File: src/rtl/acsc_pkg.sv
package acsc_pkg;
  // operating modes of the converter path
  typedef enum logic [1:0]
  {
    ACSC_M3  = 2'b00,  // three inputs, synchronous pixel sampling
    ACSC_M2  = 2'b01,  // even/odd inputs, synchronous
    ACSC_M1A = 2'b10,  // one input, coefficient sets per line
    ACSC_M1B = 2'b11   // one input per line, inputs sequenced
  } acsc_mode_e;

  // channel codes
  localparam logic [1:0] CH_RED   = 2'h0;
  localparam logic [1:0] CH_GREEN = 2'h1;
  localparam logic [1:0] CH_BLUE  = 2'h2;

  // input clock multiplier codes
  localparam logic [1:0] MUL_X1 = 2'h1;
  localparam logic [1:0] MUL_X2 = 2'h2;
  localparam logic [1:0] MUL_X3 = 2'h3;

  // offset correction word, signed plus or minus nine bits
  localparam int              OFS_W   = 10;
  localparam logic [OFS_W-1:0] OFS_MAX = 10'h1FF;
  localparam logic [OFS_W-1:0] OFS_MIN = 10'h201;
  localparam logic [OFS_W-1:0] OFS_RST = 10'h000;

  localparam int         CNT_W    = 16;      // pixel delay / width counters
  localparam int         ADC_W    = 16;      // converter word
  localparam logic [2:0] SETS_MAX = 3'h5;    // coefficient sets in mode 1a
  localparam logic [2:0] INPUTS_1B_LAST = 3'h2; // three inputs, then loop

  // negative clock pin low this many cycles means single-ended clock
  localparam logic [7:0] DET_LOW_CYC = 8'h40;

  // configuration as written by software
  typedef struct packed
  {
    acsc_mode_e            mode;       // operating mode
    logic                  clk_pixel;  // 1 pixel-rate clock, 0 converter-rate
    logic [2:0][1:0]       order;      // programmed channel order
    logic [1:0]            sel_1a;     // single input in mode 1a
    logic [2:0]            num_sets;   // coefficient sets used in mode 1a
    logic [CNT_W-1:0]      clamp_dly;  // pixels from sync to clamp start
    logic [CNT_W-1:0]      clamp_wid;  // clamp length in pixels
    logic                  gate_en;    // gate clamp with sample clock
    logic [2:0]            auto_blk;   // automatic black loop per channel
  } acsc_cfg_s;
endpackage

File: src/rtl/acsc_top.sv
`timescale 1ns/1ps
module acsc_top
  import acsc_pkg::*;
(
  input  wire logic                     i_clk_sys,         // converter-rate clock
  input  wire logic                     i_nrst,            // sync reset, active low
  input  wire acsc_cfg_s                i_cfg,             // software configuration
  input  wire logic                     i_line_sync_pulse, // line sync pin
  input  wire logic                     i_clk_neg_pin,     // negative clock pin level
  input  wire logic                     i_sample_clk,      // internal sample phase
  input  wire logic                     i_adc_valid,       // converter word valid
  input  wire logic signed [ADC_W-1:0]  i_adc_data,        // converter word
  input  wire logic signed [ADC_W-1:0]  i_blk_target,      // black level target
  input  wire logic [2:0][OFS_W-1:0]    i_ofs_manual,      // software offsets
  output logic [1:0]                    o_clk_mult,        // clock multiplier code
  output logic                          o_clk_is_diff,     // differential clock seen
  output logic [1:0]                    o_ch_sel,          // input fed to converter
  output logic [2:0]                    o_coef_sel,        // offset/gain set in use
  output logic                          o_input_clamp_pulse, // clamp switch drive
  output logic                          o_gated_clamp_pulse, // clamp AND sample
  output logic [2:0][OFS_W-1:0]         o_ofs_word         // offset word per channel
);

  logic             sync_m_r;    // first synchroniser stage
  logic             sync_s_r;    // second synchroniser stage
  logic             sync_d_r;    // delayed copy for edge detect
  logic             neg_m_r;     // first stage, negative clock pin
  logic             neg_s_r;     // second stage, negative clock pin
  logic [7:0]       low_cnt_r;   // cycles the negative pin stayed low
  acsc_mode_e       mode_r;      // mode seen last cycle
  logic [1:0]       ph_r;        // converter slot within a pixel
  logic [1:0]       ph_last;     // last slot index for the mode
  logic [2:0]       line_r;      // line sequence index
  logic             first_r;     // next sync restarts the sequence
  logic [CNT_W-1:0] pix_cnt_r;   // pixels since line sync
  logic [CNT_W:0]   clamp_end;   // first pixel past the clamp
  logic             clamp_on;    // clamp window active
  logic             sync_pulse;  // one-cycle detected line sync
  logic             mode_chg;    // mode differs from last cycle
  logic             pix_tick;    // last slot of a pixel
  logic [2:0]       line_last;   // wrap point of the line index
  logic [1:0]       ch_nxt;      // channel for the coming cycle
  logic [2:0]       coef_nxt;    // coefficient set for the coming cycle

  // line sync comes from the pin: two flops, then edge detect on the second
  always_ff @(posedge i_clk_sys)
  begin
    if (!i_nrst)
    begin
      sync_m_r <= 1'b0;
      sync_s_r <= 1'b0;
      sync_d_r <= 1'b0;
    end
    else
    begin
      sync_m_r <= i_line_sync_pulse;
      sync_s_r <= sync_m_r;
      sync_d_r <= sync_s_r;
    end
  end

  assign sync_pulse = sync_s_r & ~sync_d_r;
  assign mode_chg   = (mode_r != i_cfg.mode);

  // multiplier follows mode and clock type
  always_ff @(posedge i_clk_sys)
  begin
    if (!i_nrst)
    begin
      o_clk_mult <= MUL_X1;
    end
    else if (!i_cfg.clk_pixel)
    begin
      o_clk_mult <= MUL_X1;   // converter-rate clock used as is
    end
    else
    begin
      case (i_cfg.mode)
        ACSC_M3: o_clk_mult <= MUL_X3;
        ACSC_M2: o_clk_mult <= MUL_X2;
        default: o_clk_mult <= MUL_X1; // mode one ignores the type bit
      endcase
    end
  end

  // clock format detect: a single-ended clock grounds the negative pin,
  // so a long low run there means single-ended; any high means a pair
  always_ff @(posedge i_clk_sys)
  begin
    if (!i_nrst)
    begin
      neg_m_r       <= 1'b0;
      neg_s_r       <= 1'b0;
      low_cnt_r     <= 8'h00;
      o_clk_is_diff <= 1'b0;
    end
    else
    begin
      neg_m_r <= i_clk_neg_pin;
      neg_s_r <= neg_m_r;
      if (neg_s_r)
      begin
        low_cnt_r     <= 8'h00;
        o_clk_is_diff <= 1'b1;
      end
      else if (low_cnt_r == DET_LOW_CYC)
      begin
        o_clk_is_diff <= 1'b0;
      end
      else
      begin
        low_cnt_r <= low_cnt_r + 8'h01;
      end
    end
  end

  // slots per pixel: three, two or one converter cycles
  always_comb
  begin
    case (i_cfg.mode)
      ACSC_M3: ph_last = 2'h2;
      ACSC_M2: ph_last = 2'h1;
      default: ph_last = 2'h0;
    endcase
  end

  assign pix_tick = (ph_r >= ph_last);

  // slot counter; sync realigns it so the first pixel after sync starts
  // at slot zero
  always_ff @(posedge i_clk_sys)
  begin
    if (!i_nrst)
    begin
      ph_r <= 2'h0;
    end
    else if (sync_pulse || mode_chg || pix_tick)
    begin
      ph_r <= 2'h0;
    end
    else
    begin
      ph_r <= ph_r + 2'h1;
    end
  end

  // wrap point of line sequencing; zero sets is treated as one
  always_comb
  begin
    if (i_cfg.mode == ACSC_M1B)
    begin
      line_last = INPUTS_1B_LAST;
    end
    else if (i_cfg.num_sets == 3'h0)
    begin
      line_last = 3'h0;
    end
    else if (i_cfg.num_sets > SETS_MAX)
    begin
      line_last = SETS_MAX - 3'h1;   // at most five sets
    end
    else
    begin
      line_last = i_cfg.num_sets - 3'h1;
    end
  end

  // line sequencing: mode change rearms, first sync picks entry zero
  always_ff @(posedge i_clk_sys)
  begin
    if (!i_nrst)
    begin
      mode_r  <= ACSC_M3;
      line_r  <= 3'h0;
      first_r <= 1'b1;
    end
    else
    begin
      mode_r <= i_cfg.mode;
      if (mode_chg)
      begin
        line_r  <= 3'h0;
        first_r <= 1'b1;
      end
      else if (sync_pulse)
      begin
        first_r <= 1'b0;
        if (first_r || line_r >= line_last)
        begin
          line_r <= 3'h0;
        end
        else
        begin
          line_r <= line_r + 3'h1;
        end
      end
    end
  end

  // channel and coefficient choice per mode
  always_comb
  begin
    ch_nxt   = CH_RED;
    coef_nxt = 3'h0;
    case (i_cfg.mode)
      ACSC_M3:
      begin
        ch_nxt   = i_cfg.order[ph_r];
        coef_nxt = {1'b0, ch_nxt};
      end
      ACSC_M2:
      begin
        ch_nxt   = (ph_r == 2'h0) ? CH_BLUE : CH_GREEN;
        coef_nxt = {1'b0, ch_nxt};
      end
      ACSC_M1A:
      begin
        ch_nxt   = i_cfg.sel_1a;
        coef_nxt = line_r;         // coefficient set of the current line
      end
      ACSC_M1B:
      begin
        ch_nxt   = i_cfg.order[line_r[1:0]];
        coef_nxt = {1'b0, ch_nxt};             // input keeps own settings
      end
      default:
      begin
        ch_nxt   = CH_RED;
        coef_nxt = 3'h0;
      end
    endcase
  end

  // registered selects; one cycle behind the slot counter
  always_ff @(posedge i_clk_sys)
  begin
    if (!i_nrst)
    begin
      o_ch_sel   <= CH_RED;
      o_coef_sel <= 3'h0;
    end
    else
    begin
      o_ch_sel   <= ch_nxt;
      o_coef_sel <= coef_nxt;
    end
  end

  // pixels since sync, held at the top rather than wrapping so a long
  // line can never retrigger the clamp
  always_ff @(posedge i_clk_sys)
  begin
    if (!i_nrst)
    begin
      pix_cnt_r <= '1;
    end
    else if (sync_pulse)
    begin
      pix_cnt_r <= '0;
    end
    else if (pix_tick && pix_cnt_r != '1)
    begin
      pix_cnt_r <= pix_cnt_r + 1'b1;
    end
  end

  assign clamp_end = {1'b0, i_cfg.clamp_dly} + {1'b0, i_cfg.clamp_wid};
  assign clamp_on  = (pix_cnt_r >= i_cfg.clamp_dly) &&
                     ({1'b0, pix_cnt_r} < clamp_end);

  // clamp drives the switch to the bias reference over black pixels
  always_ff @(posedge i_clk_sys)
  begin
    if (!i_nrst)
    begin
      o_input_clamp_pulse <= 1'b0;
      o_gated_clamp_pulse <= 1'b0;
    end
    else
    begin
      o_input_clamp_pulse <= clamp_on;
      // gating keeps the reset noise peak out of the clamp
      o_gated_clamp_pulse <= clamp_on & (i_sample_clk | ~i_cfg.gate_en);
    end
  end

  // black level loop per channel; auto steps one code per black sample,
  // slow but never overshoots on a noisy black row
  for (genvar c = 0; c < 3; c++)
  begin : g_blk
    always_ff @(posedge i_clk_sys)
    begin
      if (!i_nrst)
      begin
        o_ofs_word[c] <= OFS_RST;
      end
      else if (!i_cfg.auto_blk[c])
      begin
        o_ofs_word[c] <= i_ofs_manual[c];
      end
      else if (clamp_on && i_adc_valid && o_ch_sel == 2'(c))
      begin
        if (i_adc_data > i_blk_target && o_ofs_word[c] != OFS_MIN)
        begin
          o_ofs_word[c] <= o_ofs_word[c] - 10'h001;
        end
        else if (i_adc_data < i_blk_target && o_ofs_word[c] != OFS_MAX)
        begin
          o_ofs_word[c] <= o_ofs_word[c] + 10'h001;
        end
      end
    end
  end

endmodule

File: config.mk
export PLATFORM = sky130hd
export DESIGN_NAME = acsc_top
export DESIGN_NICKNAME = d
export VERILOG_FILES = /design/src/rtl/acsc_pkg.sv /design/src/rtl/acsc_top.sv
export SDC_FILE = /design/constraint.sdc
export NUM_CORES = 1
export LEC_CHECK = 0
export ABC_AREA = 1
export BUFFER_PORTS_ARGS = -buffer_cell sky130_fd_sc_hd__buf_2
export CORE_MARGIN = 3
export CORE_UTILIZATION = 56
export CTS_CLUSTER_SIZE = 25
export DETAILED_ROUTE_END_ITERATION = 10
export PLACE_DENSITY = 0.82
export SLEW_MARGIN = 15
export SYNTH_ARGS = -nofsm -noshare
export SYNTH_HDL_FRONTEND = slang
export SYNTH_SLANG_ARGS = --single-unit
File: constraint.sdc
create_clock -name i_clk_sys -period 4.1 [get_ports i_clk_sys]
set_input_delay 0.615 -clock i_clk_sys [delete_from_list [all_inputs] [get_ports i_clk_sys]]
set_output_delay 0.615 -clock i_clk_sys [all_outputs]
set_load 0.02 [all_outputs]
==> results.yml, run 1 <==
status:
  outcome: "finished clean"
die:
  die-area_mm2: 0.01416
  io_pins: 158
  start_util_pct: 58.30
  rows: 40
  die_h_um: 119.0
  core_area_mm2: 0.01226
  die_w_um: 119.0
place:
  port_buffers: 157
  hpwl_um: 14190
  place_congestion: 0.9138
power:
  total_leakage_power_nw: 4.667
  pwr_density_cell_mw_per_mm2: 375.9
  vdd_drop_max_v: 0.0002675
clock_tree:
  cts_max_level: 3
  clk_latency_ns: 0.34
  cts_made_buffers: 9
  hold_buffers: 0
  clockBufferDepth: 2
  post-cts-setup-buffers: 0
  cts_resized: 0
  clock-root-buffer: "clkbuf_16"
  clk_pin_slew_ns: 0.06
  cts_tree: "yes"
  cts_sinks: 77
worst_setup_path:
  worstSetupPathType: "input pin to flip-flop"
  cp_cell_sequence: "buf_2, ha_1, nand2_1, nand2_1, nand3_1, nand2_1, a21oi_1, o21ai_1, a21boi_0, o21ai_1, xor2_1, ha_1, inv_1, o31a_1, nand2_1, nand3_1, nand2_1, nand2_2, nand3_2, nor2_2, nor2_2, nand2_1, nand2_1, nor2_1"
  critPathRequiredTime_ns: 4.33
  path_max_fanout: 7
  critPathMaxStageDelay_ns: 0.35
  slowest_stage: "ha_1"
  crit_family: "simple AND/OR/NAND/NOR gates"
  cp_common_cell: "nand2_1"
  start_kind: "input pin"
  cp_num_buf_inv: 2
  worstSetupEndpointType: "flip-flop"
  arrival_ns: 3.84
global_routing:
  track_usage_pct: 24.48
  overflow: 0
  antenna_found_initial: 1
  grt_pass1_wl_um: 29540
  grt_pass1_vias: 6875
  grt_max_degree: 44
worst_hold_path:
  min_path_type: "flip-flop to flip-flop"
sta:
  setup_violations: 0
  worst_pin_slew_ns: 0.7369
  hold_viol: 0
  clock_skew_ns: 0.003360
  max_clock_freq_ghz: 0.2773
  post-route-period-util_pct: 87.97
  period_minus_slack_ns: 3.607
  max-slew-margin-rel_pct: 50.69
  final.setup.tns_ns: 0
  rsz0062_at_grt: "no"
  slew_violations: 0
logic_synthesis:
  synth_flop_cell: "dfxtp_1"
  yosys_register_bits: 77
  yosysWarnings: 0
  syn_nets: 1312
  synth_area_mm2: 0.007148
  synthCells: 1090
  netlist-cell-type-count: 51
  synthArstFlopShare_pct: 0
  syn_area_per_cell_um2: 6.558
  synth-edff-count: 0
  seq_area_frac_synth_pct: 21.56
routing:
  vias: 7367
  drtIter0Drc: 453
  wl_um: 17600
  vias_per_cell: 5.184
  routedWlPerCell_um: 12.38
  drc: 0
  firstDrtPassIters: 5
  detail-route-antenna-nets: 0
cells_and_area:
  area_growth_pct: 17.70
  drive_above_1_share_pct: 16.60
  num_antenna_cells: 0
  fin_util_pct: 68.61
  mostFrequentLayoutCells: "nand2_1 (266), inv_1 (170), buf_2 (157), nor2_1 (109), ha_1 (100)"
  nFillCells: 1128
  mostFrequentLayoutCell: "nand2_1"
  fin_nets: 1470
job:
  cap_viol_max_count: 0
Yosys cell counts, types with 2 or more instances:
master      n  area share, %
dfxtp_1    77             22
nand4_1    18            1.6
a21boi_0    2           0.21
nand2_1   266             14
a21o_1      7           0.74
a21oi_4     2           0.46
xnor2_1    15            1.8
nand3b_1    4           0.42
nand3_1    71            5.0
a211oi_1    3           0.32
a31oi_1     5           0.44
nor2_1    109            5.7
o21ai_4     2           0.46
clkinv_1    2           0.11
o31ai_1     3           0.32
nor4_1      6           0.53
nand2_4     3           0.47
o21ai_0    52            3.6
inv_1     170            8.9
o21bai_1    6           0.63
ha_1      100             18
buf_6       2           0.32
o21ai_1     7           0.49
nor3_1     15            1.1
a21oi_1    70            4.9
a31o_2      2           0.25
mux2i_1     2           0.28
o21a_1      2           0.21
fa_1        4            1.1
nand3_2     4           0.56
nor2_2      4           0.35
clkbuf_1   10           0.53
buf_4       2           0.21
xor2_1     15            1.8
nand2_2     8           0.70
o211ai_1    5           0.53
sequential cells by signal, indices dropped and copies added (netlist names):
register,cells
first_r,1
line_r,3
low_cnt_r,8
mode_r,2
neg_m_r,1
neg_s_r,1
o_ch_sel,2
o_clk_is_diff,1
o_clk_mult,2
o_coef_sel,3
o_gated_clamp_pulse,1
o_input_clamp_pulse,1
o_ofs_word,30
ph_r,2
pix_cnt_r,16
sync_d_r,1
sync_m_r,1
sync_s_r,1
worst paths after layout:
path             startpoint        endpoint  slack, ns  depth (start not counted)
max                i_cfg[6]  o_ofs_word[17]       0.49                         24
min                 ph_r[0]         ph_r[0]       0.42                          1
max reg2reg  o_ofs_word[10]  o_ofs_word[18]       1.09                         16
min reg2reg         ph_r[0]         ph_r[0]       0.42                          1
metrics by stage:
step | hold WS, ns | worst slack, ns | std cells | power, mW | area [um2]
3_5_place_dp | 0.4074 | 0.1443 | 1405 | 2.340 | 8102
5_1_grt | 0.4371 | 0.1269 | 1421 | 3.431 | 8413
4_1_cts | 0.4224 | 0.4811 | 1421 | 3.174 | 8413
6_report | 0.4179 | 0.4934 | 1421 | 3.163 | 8413
2_1_floorplan | 0.3905 | 0.5966 | 1090 | 1.979 | 7148
3_3_place_gp | 0.4022 | 0.2948 | 1405 | 2.301 | 8102
kinds of logic after synthesis:
family                     share of synthesized area (%)
and+or+nand+nor                                    31.03
buffers and inverters                              10.15
AOI/OAI and AO/OA                                  14.67
adders and majority gates                          18.62
DFF                                                21.56
xor gates and xnor gates                           3.676
muxes                                             0.2801
report_power, final:
group | internal [mW] | switching, mW | total, mW
Sequential | 0.832 | 0.110 | 0.942
Combinational | 0.559 | 0.837 | 1.40
Clock | 0.518 | 0.307 | 0.824
layout make-up:
class                      instances  area [um2]  area share (%)
multi-input combinational        826        4881           58.02
sequential                        77        1541           18.32
timing repair buffer             162       823.3           9.786
inverter                         172       645.6           7.674
clock buffer                      12       266.5           3.168
tap                              168       210.2           2.499
clock inverter                     4       45.04          0.5354
routing by layer:
metal,vias up,wire length (um),track usage [%]
met1,3253,8091,31.31
met5,-,9,0
met4,2,375,8.617
li1,3887,-,-
met2,192,8215,41.29
met3,33,903,4.416
(Power assumes the default switching activity.)
==> run 2, diff against run 1 <==
- CORE_MARGIN: 3 -> 2
==> run 2 against run 1 <==
Compared with the run above:
- critical path depth did not move
- flip-flop and latch count did not move
- count of clock-buffer cells in the layout did not move
- worst hold slack got worse by 0.0070 ns
- cell count rose by 0.42%
- core utilization fell by 1.2 points
- critical path type unchanged
- critical endpoint is now o_ofs_word[11]
==> results.yml, run 2 (synthesis gave the netlist of run 1 again) <==
place:
  place_ws_ns: 0.1467
  hpwl_um: 13880
  port_buffers: 157
  place_congestion: 0.9095
worst_setup_path:
  cp_common_cell: "nand2_1"
  critPathMaxStageDelay_ns: 0.35
  path_max_fanout: 7
  cp_cell_sequence: "buf_2, ha_1, nand2_1, nand2_1, nand3_1, nand2_1, a21oi_1, o21ai_1, a21boi_0, o21ai_1, xor2_1, ha_1, inv_1, o31a_1, nand2_1, nand3_1, nand2_1, nand2_2, nand3_2, nor2_2, nor2_2, nand2_1, nand2_1, nor2_1"
  crit_family: "simple AND/OR/NAND/NOR gates"
  critPathRequiredTime_ns: 4.34
  arrival_ns: 3.87
  cp_num_buf_inv: 2
  worstSetupPathType: "input pin to flip-flop"
  start_kind: "input pin"
  slowest_stage: "ha_1"
  worstSetupEndpointType: "flip-flop"
cells_and_area:
  largestRegisters: "o_ofs_word (30), pix_cnt_r (16), low_cnt_r (8)"
  largest-register: "o_ofs_word"
  fin_nets: 1471
  nFillCells: 1131
  drive_above_1_share_pct: 16.59
  largest_reg_flops: 30
  area_growth_pct: 18.12
  mostFrequentLayoutCell: "nand2_1"
  mostFrequentLayoutCells: "nand2_1 (266), inv_1 (170), buf_2 (157), nor2_1 (109), ha_1 (100)"
  fin_util_pct: 67.45
sta:
  final.setup.tns_ns: 0
  clock_skew_ns: 0.008513
  max-slew-margin-rel_pct: 41.68
  period_minus_slack_ns: 3.623
  setup_slack_ns: 0.4769
  max_clock_freq_ghz: 0.2760
  setup_violations: 0
  rsz0062_at_grt: "no"
  post-route-period-util_pct: 88.37
  hold_viol: 0
  whs_ns: 0.4109
  worst_pin_slew_ns: 0.8748
  slew_violations: 0
clock_tree:
  clk_latency_ns: 0.35
  clk_pin_slew_ns: 0.06
  clockBufferDepth: 2
  cts_made_buffers: 9
  cts_max_level: 3
  post-cts-setup-buffers: 0
  hold_buffers: 0
  cts_tree: "yes"
  cts_sinks: 77
  cts_resized: 0
  clock-root-buffer: "clkbuf_16"
routing:
  wl_um: 17310
  drtIter0Drc: 429
  drc: 0
  vias: 7394
  firstDrtPassIters: 5
  routedWlPerCell_um: 12.13
  vias_per_cell: 5.181
  detail-route-antenna-nets: 0
worst_hold_path:
  min_path_type: "flip-flop to flip-flop"
global_routing:
  grt_max_degree: 45
  track_usage_pct: 25.48
  grt_pass1_wl_um: 28500
  grt_pass1_vias: 6592
  grt_use_met2_pct: 44.89
  grt_busiest_layer: "met2"
  met1_usage_pct: 31.54
  grt.met3_usage_pct: 4.377
  overflow: 0
  antenna_found_initial: 1
power:
  total_leakage_power_nw: 4.676
  vdd_drop_max_v: 0.0002761
  pwr_density_cell_mw_per_mm2: 380.5
die:
  rows: 41
  die-area_mm2: 0.01368
  die_w_um: 117.0
  start_util_pct: 57.11
  io_pins: 158
  die_h_um: 117.0
  core_area_mm2: 0.01252
job:
  cap_viol_max_count: 0
status:
  outcome: "finished clean"
-- run 2: cell types whose count changed in the layout (fill, tap and decap cells not counted), sizes merged --
cell,delta
buf,+1
bufinv,+1
clkinv,-1
diode,+1
-- run 2: per-stage QoR --
step	instance area (um2)	instances	total power [mW]
floorplan	7148	1090	1.979
global placement	8114	1410	2.302
detailed placement	8114	1410	2.339
CTS	8441	1426	3.222
global route	8441	1426	3.485
finish	8443	1427	3.213
-- run 2: per-layer routing --
metal	wire, um	vias up	share of wire (%)
met5	0	-	0
met4	295	0	1.7
met3	1057	24	6.1
met2	8140	197	47
met1	7814	3281	45
li1	-	3892	-
-- run 2: tightest hold or removal path, cell delays in order, from the launching register on --
cell and delay [ns]:
dfxtp_1 0.30, nand2_1 0.05, inv_1 0.04
-- run 2: layout make-up --
cell class | instances | area [um2] | share of cell area, %
Antenna cell | 1 | 2.502 | 0.02964
Clock buffer | 12 | 256.5 | 3.038
Clock inverter | 4 | 70.07 | 0.8299
Inverter | 172 | 645.6 | 7.647
Multi-Input combinational cell | 826 | 4881 | 57.81
Sequential cell | 77 | 1541 | 18.26
Tap cell | 172 | 215.2 | 2.549
Timing Repair Buffer | 163 | 830.8 | 9.840
-- run 2: path summary, 6_finish.rpt --
path,start,end,slack (ns),cells after the start
worst max-delay path,i_cfg[6],o_ofs_word[11],0.48,24
worst min-delay path,neg_m_r,neg_s_r,0.41,2
worst max register to register,o_ofs_word[10],o_ofs_word[18],1.13,16
worst min register to register,neg_m_r,neg_s_r,0.41,2
-- run 2: power by group --
group / internal, mW / switching, mW / leakage [nW] / total, mW
Combinational: 0.560 / 0.831 / 3.88 / 1.39
Sequential: 0.832 / 0.112 / 0.635 / 0.944
Clock: 0.564 / 0.314 / 0.163 / 0.878
